### config.mk
export PLATFORM = sky130hd
export DESIGN_NAME = mas_alert_gpio
export DESIGN_NICKNAME = d
export VERILOG_FILES = /design/src/hdl/mas_pkg.sv /design/src/hdl/mas_alert_gpio.sv
export SDC_FILE = /design/constraint.sdc
export NUM_CORES = 1
export LEC_CHECK = 0
export BUFFER_PORTS_ARGS = -buffer_cell sky130_fd_sc_hd__buf_2
export CAP_MARGIN = 20
export CORE_MARGIN = 4
export CORE_UTILIZATION = 35
export DETAILED_ROUTE_END_ITERATION = 10
export MAX_ROUTING_LAYER = met4
export PLACE_DENSITY = 0.54
export SETUP_SLACK_MARGIN = 0.5
export SYNTH_ARGS = -nofsm -noshare
export SYNTH_HDL_FRONTEND = slang
export SYNTH_SLANG_ARGS = --single-unit
### constraint.sdc
create_clock -name core_clk -period 2.4 [get_ports core_clk]
set_clock_uncertainty 0.05 [all_clocks]
set_input_delay 0.48 -clock core_clk [delete_from_list [all_inputs] [get_ports core_clk]]
set_output_delay 0.48 -clock core_clk [all_outputs]
set_load 0.02 [all_outputs]
### src/hdl/mas_pkg.sv
// Package with register map, field positions and types of the alert block.
// What this block does
// - Limit status byte: power, sense current, input voltage, aux over/under.
// - Limit fault byte, same bit order, one means condition occurred.
// - Host reads and overwrites the fault byte at its own address.
// - Aux voltage fault bits set on over (bit 1) or under (bit 0).
// - Second alert enable byte is read/write and resets to all zero.
// - Enable bit 7 raises an alert on each completed conversion.
// - Enable bit 6 raises an alert while pin one input is active.
// - Enable bit 5 alerts while pin two input is active; bit 4 reserved.
// - Enable bit 3 raises alert on stuck-bus timeout wake-up from shutdown.
// - Enable bit 2 raises an alert on energy accumulator overflow.
// - Enable bit 1 raises an alert on charge accumulator overflow.
// - Enable bit 0 raises an alert on elapsed-time counter overflow.
// - Pin one field: 11 in high, 10 in low, 01 hi-z, 00 pull low.
// - Pin two field: 11 in high, 10 in low, 01 output, 00 gate input.
// - Pin two output bit pulls pin low when one, only in output mode.
// - Pin three as alert pulls low while flag set; writing 0 clears it.
// - Stuck-bus wake-up enable lets device leave shutdown on timer expiry.
// - Gate-follow mode makes accumulation follow pin two gate input.
package mas_pkg;

  // Register addresses on the host register port.
  localparam logic [7:0] MAS_ADDR_CTRL_B   = 8'h01;
  localparam logic [7:0] MAS_ADDR_STATUS   = 8'h03;
  localparam logic [7:0] MAS_ADDR_FAULT    = 8'h04;
  localparam logic [7:0] MAS_ADDR_ALERT_EN = 8'h32;
  localparam logic [7:0] MAS_ADDR_PIN_CFG  = 8'h33;
  localparam logic [7:0] MAS_ADDR_PIN3_CTL = 8'h42;

  // Reset values.
  localparam logic [7:0] MAS_RST_BYTE = 8'h00;

  // Control register field positions.
  localparam int MAS_CB_SHUTDOWN = 6;
  localparam int MAS_CB_WAKE_EN  = 4;
  localparam int MAS_CB_ACC_HI   = 3;
  localparam int MAS_CB_ACC_LO   = 2;
  localparam logic [1:0] MAS_ACC_FOLLOW_GATE = 2'h2;

  // Alert enable field positions.
  localparam int MAS_AL_CONV  = 7;
  localparam int MAS_AL_PIN1  = 6;
  localparam int MAS_AL_PIN2  = 5;
  localparam int MAS_AL_WAKE  = 3;
  localparam int MAS_AL_ENRG  = 2;
  localparam int MAS_AL_CHRG  = 1;
  localparam int MAS_AL_TIME  = 0;
  localparam logic [7:0] MAS_AL_WRITABLE = 8'hEF;

  // Pin configuration field positions.
  localparam int MAS_GP1_HI = 7;
  localparam int MAS_GP1_LO = 6;
  localparam int MAS_GP2_HI = 5;
  localparam int MAS_GP2_LO = 4;
  localparam int MAS_GP3_HI = 3;
  localparam int MAS_GP3_LO = 2;
  localparam int MAS_GP2_OUT = 1;
  localparam logic [7:0] MAS_GP_WRITABLE = 8'hFE;

  // Pin three control field positions.
  localparam int MAS_GC_ALERT = 7;
  localparam int MAS_GC_PULL  = 6;
  localparam logic [7:0] MAS_GC_WRITABLE = 8'hC0;

  // Pin function encodings.
  typedef enum logic [1:0] {
    MAS_PIN_IN_HIGH = 2'b11,
    MAS_PIN_IN_LOW  = 2'b10,
    MAS_PIN_OUT_A   = 2'b01,
    MAS_PIN_SPECIAL = 2'b00
  } mas_pin_mode_type;

  // One-cycle event pulses from the measurement core.
  typedef struct packed {
    logic conv_done;
    logic stuck_timeout;
    logic energy_ovf;
    logic charge_ovf;
    logic time_ovf;
  } mas_event_type;

  // One open-drain pin as seen at the design port.
  typedef struct packed {
    logic out;
    logic oe;
  } mas_pin_drive_type;

endpackage : mas_pkg

### src/hdl/mas_alert_gpio.sv
// Status, fault and alert logic with three-pin function configuration.
`timescale 1ns/1ps
module mas_alert_gpio
  import mas_pkg::*;
(
  // Clock and reset
  input  wire logic              core_clk,
  input  wire logic              rst_n,
  // Host register port
  input  wire logic [7:0]        reg_addr,
  input  wire logic              reg_wr,
  input  wire logic [7:0]        reg_wdata,
  input  wire logic              reg_rd,
  output logic      [7:0]        reg_rdata,
  output logic                   reg_rvalid,
  // Measurement core
  input  wire logic [7:0]        limit_compare,
  input  wire mas_event_type     core_event,
  output logic                   shutdown,
  output logic                   accumulate_enable,
  output logic                   alert_pulse,
  // Pins
  input  wire logic              pin_one_in,
  input  wire logic              pin_two_in,
  input  wire logic              pin_three_in,
  output mas_pin_drive_type      pin_one,
  output mas_pin_drive_type      pin_two,
  output mas_pin_drive_type      pin_three
);

  logic [7:0]        limit_status_bits;
  logic [7:0]        limit_fault_bits;
  logic [7:0]        event_alert_enable_bits;
  logic [7:0]        pin_function_bits;
  logic [7:0]        ctrl_b_bits;
  logic              alert_generated_flag;
  logic              pin_three_pull;
  logic              wake_event;
  logic              pin_one_active;
  logic              pin_two_active;
  logic              alert_now;
  mas_pin_mode_type  mode_one;
  mas_pin_mode_type  mode_two;
  mas_pin_mode_type  mode_three;

  function automatic logic pin_active(input mas_pin_mode_type mode,
                                      input logic level);
    logic act;
    act = 1'b0;
    case (mode)
      MAS_PIN_IN_HIGH: act = level;
      MAS_PIN_IN_LOW:  act = ~level;
      default:         act = 1'b0;
    endcase
    return act;
  endfunction : pin_active

  function automatic logic wr_hit(input logic [7:0] addr);
    return reg_wr && (reg_addr == addr);
  endfunction : wr_hit

  assign mode_one   =
      mas_pin_mode_type'(pin_function_bits[MAS_GP1_HI:MAS_GP1_LO]);
  assign mode_two   =
      mas_pin_mode_type'(pin_function_bits[MAS_GP2_HI:MAS_GP2_LO]);
  assign mode_three =
      mas_pin_mode_type'(pin_function_bits[MAS_GP3_HI:MAS_GP3_LO]);

  assign pin_one_active = pin_active(mode_one, pin_one_in);
  assign pin_two_active = pin_active(mode_two, pin_two_in);

  assign wake_event = core_event.stuck_timeout && ctrl_b_bits[MAS_CB_SHUTDOWN]
                      && ctrl_b_bits[MAS_CB_WAKE_EN];

  // energy overflow, charge overflow, time overflow.
  assign alert_now =
      (event_alert_enable_bits[MAS_AL_CONV] && core_event.conv_done)
    || (event_alert_enable_bits[MAS_AL_PIN1] && pin_one_active)
    || (event_alert_enable_bits[MAS_AL_PIN2] && pin_two_active)
    || (event_alert_enable_bits[MAS_AL_WAKE] && wake_event)
    || (event_alert_enable_bits[MAS_AL_ENRG] && core_event.energy_ovf)
    || (event_alert_enable_bits[MAS_AL_CHRG] && core_event.charge_ovf)
    || (event_alert_enable_bits[MAS_AL_TIME] && core_event.time_ovf);

  always_ff @(posedge core_clk) begin
    if (!rst_n) begin
      limit_status_bits <= MAS_RST_BYTE;
    end else begin
      limit_status_bits <= limit_compare;
    end
  end

  // host overwrite, aux bits; a new crossing wins over the write.
  always_ff @(posedge core_clk) begin
    if (!rst_n) begin
      limit_fault_bits <= MAS_RST_BYTE;
    end else if (wr_hit(MAS_ADDR_FAULT)) begin
      limit_fault_bits <= reg_wdata | limit_compare;
    end else begin
      limit_fault_bits <= limit_fault_bits | limit_compare;
    end
  end

  always_ff @(posedge core_clk) begin
    if (!rst_n) begin
      event_alert_enable_bits <= MAS_RST_BYTE;
    end else if (wr_hit(MAS_ADDR_ALERT_EN)) begin
      event_alert_enable_bits <= reg_wdata & MAS_AL_WRITABLE;
    end
  end

  always_ff @(posedge core_clk) begin
    if (!rst_n) begin
      pin_function_bits <= MAS_RST_BYTE;
    end else if (wr_hit(MAS_ADDR_PIN_CFG)) begin
      pin_function_bits <= reg_wdata & MAS_GP_WRITABLE;
    end
  end

  // leave shutdown
  // Only the shutdown bit is touched by hardware; the rest is host owned.
  always_ff @(posedge core_clk) begin
    if (!rst_n) begin
      ctrl_b_bits <= MAS_RST_BYTE;
    end else begin
      if (wr_hit(MAS_ADDR_CTRL_B)) begin
        ctrl_b_bits <= reg_wdata;
      end
      if (wake_event) begin
        ctrl_b_bits[MAS_CB_SHUTDOWN] <= 1'b0;
      end
    end
  end

  // sticky alert flag
  // Setting by a generated alert wins over a host write of zero.
  always_ff @(posedge core_clk) begin
    if (!rst_n) begin
      alert_generated_flag <= 1'b0;
      pin_three_pull       <= 1'b0;
    end else begin
      if (wr_hit(MAS_ADDR_PIN3_CTL)) begin
        alert_generated_flag <= reg_wdata[MAS_GC_ALERT] | alert_now;
        pin_three_pull       <= reg_wdata[MAS_GC_PULL];
      end else if (alert_now) begin
        alert_generated_flag <= 1'b1;
      end
    end
  end

  // Core-facing outputs, registered.
  always_ff @(posedge core_clk) begin
    if (!rst_n) begin
      shutdown          <= 1'b0;
      accumulate_enable <= 1'b0;
      alert_pulse       <= 1'b0;
    end else begin
      shutdown <= ctrl_b_bits[MAS_CB_SHUTDOWN];
      accumulate_enable <= (ctrl_b_bits[MAS_CB_ACC_HI:MAS_CB_ACC_LO]
                            == MAS_ACC_FOLLOW_GATE)
                           && (mode_two == MAS_PIN_SPECIAL) && pin_two_in;
      alert_pulse <= alert_now;
    end
  end

  // Pins are open drain: they only ever pull low, so out is held at zero.
  always_ff @(posedge core_clk) begin
    if (!rst_n) begin
      pin_one   <= '0;
      pin_two   <= '0;
      pin_three <= '0;
    end else begin
      pin_one.oe <= (mode_one == MAS_PIN_SPECIAL);
      pin_two.oe <= (mode_two == MAS_PIN_OUT_A)
                    && pin_function_bits[MAS_GP2_OUT];
      pin_three.oe <= ((mode_three == MAS_PIN_SPECIAL)
                       && alert_generated_flag)
                      || ((mode_three == MAS_PIN_OUT_A) && pin_three_pull);
      pin_one.out   <= 1'b0;
      pin_two.out   <= 1'b0;
      pin_three.out <= 1'b0;
    end
  end

  // Read path: one cycle of latency, unmapped addresses read zero.
  always_ff @(posedge core_clk) begin
    if (!rst_n) begin
      reg_rdata  <= MAS_RST_BYTE;
      reg_rvalid <= 1'b0;
    end else begin
      reg_rvalid <= reg_rd;
      if (reg_rd) begin
        case (reg_addr)
          MAS_ADDR_CTRL_B:   reg_rdata <= ctrl_b_bits;
          MAS_ADDR_STATUS:   reg_rdata <= limit_status_bits;
          MAS_ADDR_FAULT:    reg_rdata <= limit_fault_bits;
          MAS_ADDR_ALERT_EN: reg_rdata <= event_alert_enable_bits;
          MAS_ADDR_PIN_CFG:  reg_rdata <= pin_function_bits;
          MAS_ADDR_PIN3_CTL: reg_rdata <= {alert_generated_flag,
                                           pin_three_pull, 6'h00};
          default:           reg_rdata <= MAS_RST_BYTE;
        endcase
      end
    end
  end

  // Pin three input is not used by this block; it only feeds an unused net.
  logic unused_pin_three;
  assign unused_pin_three = pin_three_in;

endmodule : mas_alert_gpio

==> results of run 1 <==
[final timing paths]
kind / start / to / slack (ns)
worst max register to register: pin_function_bits[4] / alert_generated_flag / 0.99
worst max-delay path: reg_addr[6] / pin_function_bits[7] / 0.54
worst min-delay path: limit_compare[1] / limit_status_bits[1] / 0.33
worst min register to register: ctrl_b_bits[1] / ctrl_b_bits[1] / 0.41
[kinds of logic (layout without fill, tap and decap cells)]
logic type,after synthesis,count (layout)
compound gates,65,65
xor+xnor,2,2
buf+inv,35,84
flops,55,55
mux,20,20
other cells,1,3
simple gates,108,108
[area by class of cell]
type | instances | area [um2]
Fill cell | 739 | 3910
Multi-Input combinational cell | 198 | 1250
Sequential cell | 55 | 1100
Timing Repair Buffer | 62 | 343
Tap cell | 96 | 120
Clock buffer | 5 | 68.8
Inverter | 14 | 52.6
Clock inverter | 3 | 23.8
[layer usage]
metal	vias up	part of all wire, %
met5	-	0
met4	0	2.1
met3	12	4.8
met2	63	45
met1	1086	48
li1	1125	-
[power groups by stage]
| stage | logic [mW] | clock network (mW) | registers, mW |
|---|---|---|---|
| 3_5_place_dp | 0.150 | 0 | 0.964 |
| 2_1_floorplan | 0.0805 | 0 | 0.964 |
| 6_report | 0.151 | 0.550 | 0.943 |
| 4_1_cts | 0.151 | 0.566 | 0.943 |
| 3_3_place_gp | 0.148 | 0 | 0.964 |
| 5_1_grt | 0.167 | 0.594 | 0.945 |
[stage by stage]
step | util, % | hold slack [ns] | worst slack [ns]
after global routing | 43.1 | 0.336 | 0.502
after floorplan | - | 0.375 | 0.373
final | 43.1 | 0.330 | 0.535
after global placement | 41.8 | 0.393 | 0.227
after CTS | 43.1 | 0.330 | 0.559
after detailed placement | 41.8 | 0.396 | 0.221
[timing repair]
item	CTS	global route
setup buffers	0	0
resized for setup	0	0
setup endpoints to repair	0	1
[flip-flops by register name, indices dropped and copies added (netlist names), 7 cells and up]
name                     flops
reg_rdata                    8
limit_status_bits            8
pin_function_bits            7
event_alert_enable_bits      7
limit_fault_bits             8
ctrl_b_bits                  8
[layout by cell type (no fill, tap or decap), types with 2 or more instances in the layout]
cell        n
a32oi_1     2
and3_1      6
and2_1      5
nor2b_1     2
o22ai_1     2
o31a_1      2
nand4_1     3
nor2_1     21
nor4_1      2
buf_4      13
nand4bb_1   2
clkbuf_8    5
o21ai_0     6
mux2i_1    19
dfxtp_1    55
o41ai_1     4
inv_1      13
a221oi_1    3
a31oi_1     5
nor3_1      9
nor3b_1     6
nand2_1    23
conb_1      3
buf_2      49
a22oi_1     6
a21oi_1    28
nand3_1    17
[critical path, stage by stage]
cell,delay [ns]
buf_2,0.14
or3_1,0.47
or4_1,0.73
nand2_1,0.13
a21oi_1,0.07
==> metrics.txt, run 1 <==
status=completed; met1 capacity usage during global routing=23.4%; DRT iter0 DRCs=191; top cell type's share of synthesized area=43.9%; total non-filler cell area in the finished layout=2960 um2; GR Layer Usage met3=3.33%; time the final worst path needs with I/O delays and setup=1.86 ns; Root Buffer=clkbuf_8; leading cell types by count after synthesis=dfxtp_1 (55), a21oi_1 (28), nand2_1 (23); die area=8590 um2; Synthesis Warnings=0; basic-gate share of the synthesized area counting and, or, nand and nor cells=23.3%; share of flip-flops with an asynchronous set or reset after synthesis=0%; Power Total=1.64 mW; Max-cap violations=0; Chip Width=92.7 um; Syn-to-layout area delta=18.1%; TritonCTS clock tree=built; vias in the first global route=2188; number of antenna violations at the first check in global routing=0; total of flip-flops plus latches after synthesis=55; total routing resource utilization after global routing=17.7%; cell type with the highest aggregate area in the netlist=dfxtp_1; detailed placer's ending HPWL=5290 um; cts-stage hold buffer count=0; number of setup violations in the final report=0; crit share post-route=77.7%; most frequent cell after synthesis=dfxtp_1; Clk pin slew, worst setup/hold paths=0.12 ns; NetSw=443 uW; pin count of the biggest net entering global routing=19; critical path arrival=2.02 ns; number of hold violations in the final report=0; final routed wire length divided by cell count=16.8 um; CP Capture Type=flop; Post-Synthesis Cells=286; ranking of synthesized cells by area=dfxtp_1 (44%), mux2i_1 (7.6%), a21oi_1 (5.6%); type of origin of the critical path=input pin; die height=92.7 um; sequential cell area fraction in the yosys report=43.9%; fraction of layout instances using a drive strength above 1=22.8%; main combinational cell family by area after synthesis=simple AND/OR/NAND/NOR gates; Max Transition Viols Final=0; Most Used Layer, Global Route=met2; compound-cell area share of the yosys netlist=17.5%; hold crit path type=input pin to flop; total length of routed wires=7270 um; setup repair after global routing missed its margin=false; peak clock frequency supported by timing=0.536 GHz; type of the setup path with the least slack=input pin to flop; post-synthesis average cell area=8.77 um2; post-place instance area=2870 um2; worst endpoint required time=2.56 ns; post-DR vias/cell=5.28; diode count=0; most common flop cell mapped by yosys=dfxtp_1; DRC errors left=0; CTS sink count=55; # placed instances=425; Core Region=6870 um2; Max transition margin=64.5%; EDFF count, synth=0; synthesized cell area=2510 um2; residual overflow from global routing=0; sequential group share of total power=57.4%; final cell count without fillers=433; PwrDens=555 nW/um2; htree depth=2; number of distinct standard cells referenced by the synthesized netlist=52; worst IR drop on VDD=0.206 mV; Comb pwr share=9.2%; cell depth of the worst hold path=3; wire length of the first global-routing pass=11600 um; cell-internal power=1.20 mW; path depth of the worst reg2reg path=4; Initial Util=36.5%; Max Fanout on Critical Path=7; final net count=372; residual antenna-violating net count after detailed routing=0; grt met2 use=27.3%; share of synthesized area spent on multiplexers=8.03%; number of buffers created by CTS=5; Via Count=2286; clock latency reported for the late side of the worst-skew pair=0.32 ns; switching power share of the total=26.9%; global placer's final weighted congestion=0.822; Boundary Pins=54; number of cell rows=30; fraction of power consumed by the clock network=33.5%; number of iterations in the first detailed-routing pass=4; xor and xnor fraction of the mapped netlist area=0.698%; Post-Synth Adder-Cell Area=0%; Bufs on Longest Clock Path=2; Buffers on Ports=49; Leakage=1.22 nW; TNS Setup=0 ns; actual slew at the worst max-slew pin=0.529 ns
(Power assumes the default switching activity.)
==> run 2: changes to the inputs <==
clock period = 1.75 ns   (was 2.4 ns; I/O delays follow)
==> run 2 against run 1 <==
Wire length up 5.6%; power is 41% higher; sequential share of layout area shrank 6.1 points.
==> metrics.txt, run 2 (synthesized netlist as in run 1, its figures left out) <==
TritonCTS clock tree=built; DRT iter0 DRCs=127 (-34%); Max-cap violations=0 (unchanged); worst IR drop on VDD=0.360 mV (+75%); Core Region=6870 um2 (unchanged); Syn-to-layout area delta=41.7%; number of buffers created by CTS=5 (unchanged); vias in the first global route=2312 (+5.7%); Slowest cell on crit path=or4_4; crit share post-route=89.9%; time the final worst path needs with I/O delays and setup=1.57 ns; GR Layer Usage met3=2.84% (-0.49 points); Chip Width=92.7 um (unchanged); Buffers on Ports=49 (unchanged); final core area utilization=51.7% (+8.6 points); wire length of the first global-routing pass=12000 um (+3.7%); CP Capture Type=flop; Boundary Pins=54 (unchanged); DRC errors left=0 (unchanged); Bufs on Longest Clock Path=2 (unchanged); residual overflow from global routing=0 (unchanged); most frequent cells in the layout=dfxtp_1 (52), buf_2 (35), buf_4 (31), a21oi_1 (27), nand2_1 (23); PwrDens=653 nW/um2 (+18%); worst endpoint required time=1.90 ns (-0.66 ns); critical-path cell list=buf_6 > or3b_4 > or4_4 > mux2i_1 > a21oi_1; most common library cell in the layout ignoring fill and taps=dfxtp_1; type of the setup path with the least slack=input pin to flop; critical path arrival=1.72 ns (-0.30 ns); total routing resource utilization after global routing=18.3% (+0.60 points); htree depth=2 (unchanged); Via Count=2364 (+3.4%); post-DR vias/cell=5.14 (-2.7%); number of iterations in the first detailed-routing pass=7 (+3); final net count=399 (+7.3%); die area=8590 um2 (unchanged); min setup slack post-route=0.177 ns (-0.358 ns); worst setup timing slack at the placement stage=-0.195 ns (-0.416 ns); hold crit path type=input pin to flop; total non-filler cell area in the finished layout=3550 um2 (+20%); clock latency reported for the late side of the worst-skew pair=0.30 ns (-0.02 ns); final cell count without fillers=460 (+6.2%); number of setup violations in the final report=0 (unchanged); final routed wire length divided by cell count=16.7 um (-0.60%); Max Fanout on Critical Path=8 (+1); peak clock frequency supported by timing=0.636 GHz; Max Transition Viols Final=0 (unchanged); number of antenna violations at the first check in global routing=0 (unchanged); number of hold violations in the final report=0 (unchanged); residual antenna-violating net count after detailed routing=0 (unchanged); global placer's final weighted congestion=0.824 (+0.22%); Power Total=2.32 mW (+41%); Root Buffer=clkbuf_8; Leakage=1.50 nW (+23%); number of cell rows=30 (unchanged); met1 capacity usage during global routing=25.2% (+1.8 points); # placed instances=447 (+5.2%); pin count of the biggest net entering global routing=42 (+23); critical path's largest stage delay=0.62 ns (-0.11 ns); fraction of layout instances using a drive strength above 1=37.6% (+15 points); Clk pin slew, worst setup/hold paths=0.10 ns (-0.02 ns); CTS sink count=55 (unchanged); die height=92.7 um (unchanged); Most Used Layer, Global Route=met2; Initial Util=36.5% (unchanged); post-place instance area=3130 um2 (+9.1%); detailed placer's ending HPWL=5490 um (+3.7%); type of origin of the critical path=input pin; grt met2 use=29.2% (+2.0 points); diode count=0 (unchanged); total length of routed wires=7680 um (+5.6%); status=completed; setup repair after global routing missed its margin=true
## run 2: cell types whose count changed in the layout (fill, tap and decap cells not counted), moves of 4 or more
cell     delta
buf_2      -14
nand3_1     -8
nand3_2     +8
buf_4      +18
o41ai_1     -4
buf_6      +18
## run 2: path summary, 6_finish.rpt
check	cells past startpoint	slack, ns	end	from
worst max-delay path	5	0.18	limit_fault_bits[0]	reg_addr[1]
worst min-delay path	3	0.22	limit_status_bits[1]	limit_compare[1]
worst max register to register	4	0.48	alert_generated_flag	pin_function_bits[4]
worst min register to register	2	0.41	ctrl_b_bits[0]	ctrl_b_bits[0]
## run 2: area by class of cell
cell class | count | area (um2)
tap | 96 | 120
multi-input combinational | 198 | 1490
clock buffer | 7 | 86.3
timing repair buffer | 89 | 688
sequential | 55 | 1100
fill | 642 | 3310
inverter | 14 | 52.6
clock inverter | 1 | 8.76
## run 2: power by group
group | leakage [nW] | switching, mW | internal [mW]
combinational | 0.998 | 0.158 | 0.128
sequential | 0.450 | 0.0143 | 1.28
clock | 0.0484 | 0.416 | 0.326
total | 1.50 | 0.588 | 1.73
## run 2: critical path: cells and delay by family
kind,cells,cell delay (ns)
buffers and inverters,1,0.09
AOI/OAI and AO/OA,1,0.08
muxes,1,0.20
and+or+nand+nor,2,1.00
## run 2: layer usage
metal  wire, um  vias to the layer above
met5          0                        -
met4         41                        0
met3        355                        4
met2       3730                       52
met1       3550                     1123
li1           -                     1185
## run 2: metrics by stage
step | setup TNS [ns] | hold slack (ns)
2_1_floorplan | -1.46 | 0.375
3_3_place_gp | -3.00 | 0.389
3_5_place_dp | -3.26 | 0.398
4_1_cts | 0 | 0.216
5_1_grt | 0 | 0.219
6_report | 0 | 0.221
## run 2: repair_timing
item	4_1_cts	5_1_grt
setup buffers	3	1
hold endpoints to repair	0	0
hold buffers	0	0
gates cloned	1	0
pin swaps	13	22
setup endpoints to repair	41	46
gates resized for setup	19	43
==> run 3: changes to the inputs <==
TNS_END_PERCENT = 1   (was not set)
clock period = 1.5 ns   (was 1.75 ns; I/O delays follow)
==> run 3 against run 2 <==
The run now ends with negative setup slack left; wire length is 0.29% higher; largest cell class unchanged; sequential power increased by 17%; design area is 1.3% lower; final cell count is 1.1% higher; critical path depth did not move; combinational power grew 17%; flip-flop and latch count is the same; power grew 15%.
==> metrics.txt, run 3 (synthesized netlist as in run 1, its figures left out) <==
Most Used Layer, Global Route=met2; peak clock frequency supported by timing=0.657 GHz; wire length of the first global-routing pass=12500 um (+4.0%); Bufs on Longest Clock Path=2 (unchanged); most common library cell in the layout ignoring fill and taps=dfxtp_1; met1 capacity usage during global routing=26.7% (+1.5 points); Boundary Pins=54 (unchanged); vias in the first global route=2391 (+3.4%); pin count of the biggest net entering global routing=22 (-48%); die area=8590 um2 (unchanged); Via Count=2408 (+1.9%); fraction of layout instances using a drive strength above 1=38.2% (+0.57 points); final core area utilization=51.1% (-0.67 points); CP Capture Type=flop; Leakage=1.44 nW (-3.5%); post-place instance area=3140 um2 (+0.12%); failing checks=negative setup slack; TNS Setup=-0.0624 ns (-0.0624 ns); Initial Util=36.5% (unchanged); Syn-to-layout area delta=39.9%; Buffers on Ports=49 (unchanged); detailed placer's ending HPWL=5810 um (+5.9%); final net count=404 (+1.3%); Root Buffer=clkbuf_8; Core Region=6870 um2 (unchanged); TritonCTS clock tree=built; number of iterations in the first detailed-routing pass=4 (-3); worst IR drop on VDD=0.312 mV (-13%); Slowest cell on crit path=or4_4; min setup slack post-route=-0.0223 ns (-0.199 ns); htree depth=2 (unchanged); FF+latch area=1120 um2 (+1.4%); number of setup violations in the final report=6 (+6); number of hold violations in the final report=0 (unchanged); most frequent cells in the layout=dfxtp_1 (40), buf_4 (36), buf_2 (30), buf_6 (25), a21oi_1 (24); DRT iter0 DRCs=175 (+38%); type of the setup path with the least slack=input pin to flop; number of antenna violations at the first check in global routing=0 (unchanged); hold crit path type=input pin to flop; critical path arrival=1.69 ns (-0.03 ns); worst endpoint required time=1.66 ns (-0.24 ns); time the final worst path needs with I/O delays and setup=1.52 ns; Max Transition Viols Final=0 (unchanged); clock latency reported for the late side of the worst-skew pair=0.31 ns (about the same); Chip Width=92.7 um (unchanged); critical path's largest stage delay=0.63 ns (about the same); total non-filler cell area in the finished layout=3510 um2 (-1.3%); Max-cap violations=0 (unchanged); status=finished with violations; number of cell rows=30 (unchanged); die height=92.7 um (unchanged); diode count=0 (unchanged); residual antenna-violating net count after detailed routing=0 (unchanged); residual overflow from global routing=0 (unchanged); Clk pin slew, worst setup/hold paths=0.10 ns (about the same); CTS sink count=55 (unchanged); GR Layer Usage met3=3.17% (+0.32 points); global placer's final weighted congestion=0.844 (+2.5%); crit share post-route=101%; type of origin of the critical path=input pin; grt met2 use=29.4% (+0.12 points); total length of routed wires=7700 um (+0.29%); total routing resource utilization after global routing=19.3% (+0.95 points); DRC errors left=0 (unchanged); post-DR vias/cell=5.18 (+0.77%); PwrDens=764 nW/um2 (+17%); final routed wire length divided by cell count=16.6 um (-0.79%); Multi-input gate area=1370 um2 (-8.3%); count of fill cells added during filler insertion=678 (+5.6%); Max Fanout on Critical Path=8 (unchanged); Power Total=2.68 mW (+15%); post-CTS setup buffer count=0 (-3); number of buffers created by CTS=5 (unchanged); setup repair after global routing missed its margin=true; critical-path cell list=buf_6 > or3_4 > or4_4 > mux2i_1 > a21oi_1
[run 3: cell count changes in the layout (fill, tap and decap cells not counted), sizes merged]
cell / previous run / this run
buf: 88 / 94
clkbuf: 8 / 6
clkinv: 1 / 0
clkinvlp: 0 / 1
inv: 14 / 15
[run 3: worst max-delay path, delay by kind of cell]
family / cells / cell delay [ns]
buf+inv: 1 / 0.09
simple gates: 2 / 1.02
mux: 1 / 0.20
compound gates: 1 / 0.08
[run 3: through the flow]
stage | worst slack [ns] | hold slack, ns | instances
after floorplan | -0.349 | 0.351 | 288
after global placement | -0.357 | 0.394 | 457
after detailed placement | -0.372 | 0.398 | 457
after CTS | -0.0199 | 0.172 | 465
after global routing | -0.0759 | 0.190 | 465
final | -0.0223 | 0.173 | 465
[run 3: cell type report]
cell class | count | share of cell area [%]
multi-input cells | 198 | 39.1
flip-flops and latches | 55 | 31.9
repair buffers | 94 | 21.6
well taps | 96 | 3.42
clock buffers | 6 | 2.07
inverters | 14 | 1.50
clock inverters | 2 | 0.464
[run 3: repair_timing]
item	in CTS	in global routing
hold buffers	0	0
gates cloned	0	0
endpoints found under the setup margin	56	56
gates resized for setup	32	48
pin swaps	31	22
[run 3: report_power, final]
group	switching [mW]	leakage, nW	internal [mW]
combinational	0.182	0.947	0.152
sequential	0.0152	0.456	1.49
clock	0.501	0.0418	0.337
total	0.699	1.44	1.98
[run 3: layer usage]
metal	routed length [um]	vias to the layer above
li1	-	1186
met1	3530	1141
met2	3590	73
met3	484	8
met4	97	0
met5	0	-
[run 3: final timing paths]
path              slack (ns)                 start                    to  cells after the start
setup / recovery       -0.02           reg_addr[3]   limit_fault_bits[5]                      5
hold / removal          0.17      limit_compare[4]  limit_status_bits[4]                      3
setup reg to reg        0.19  pin_function_bits[4]  alert_generated_flag                      4
hold reg to reg         0.40  pin_function_bits[1]            pin_two[0]                      2
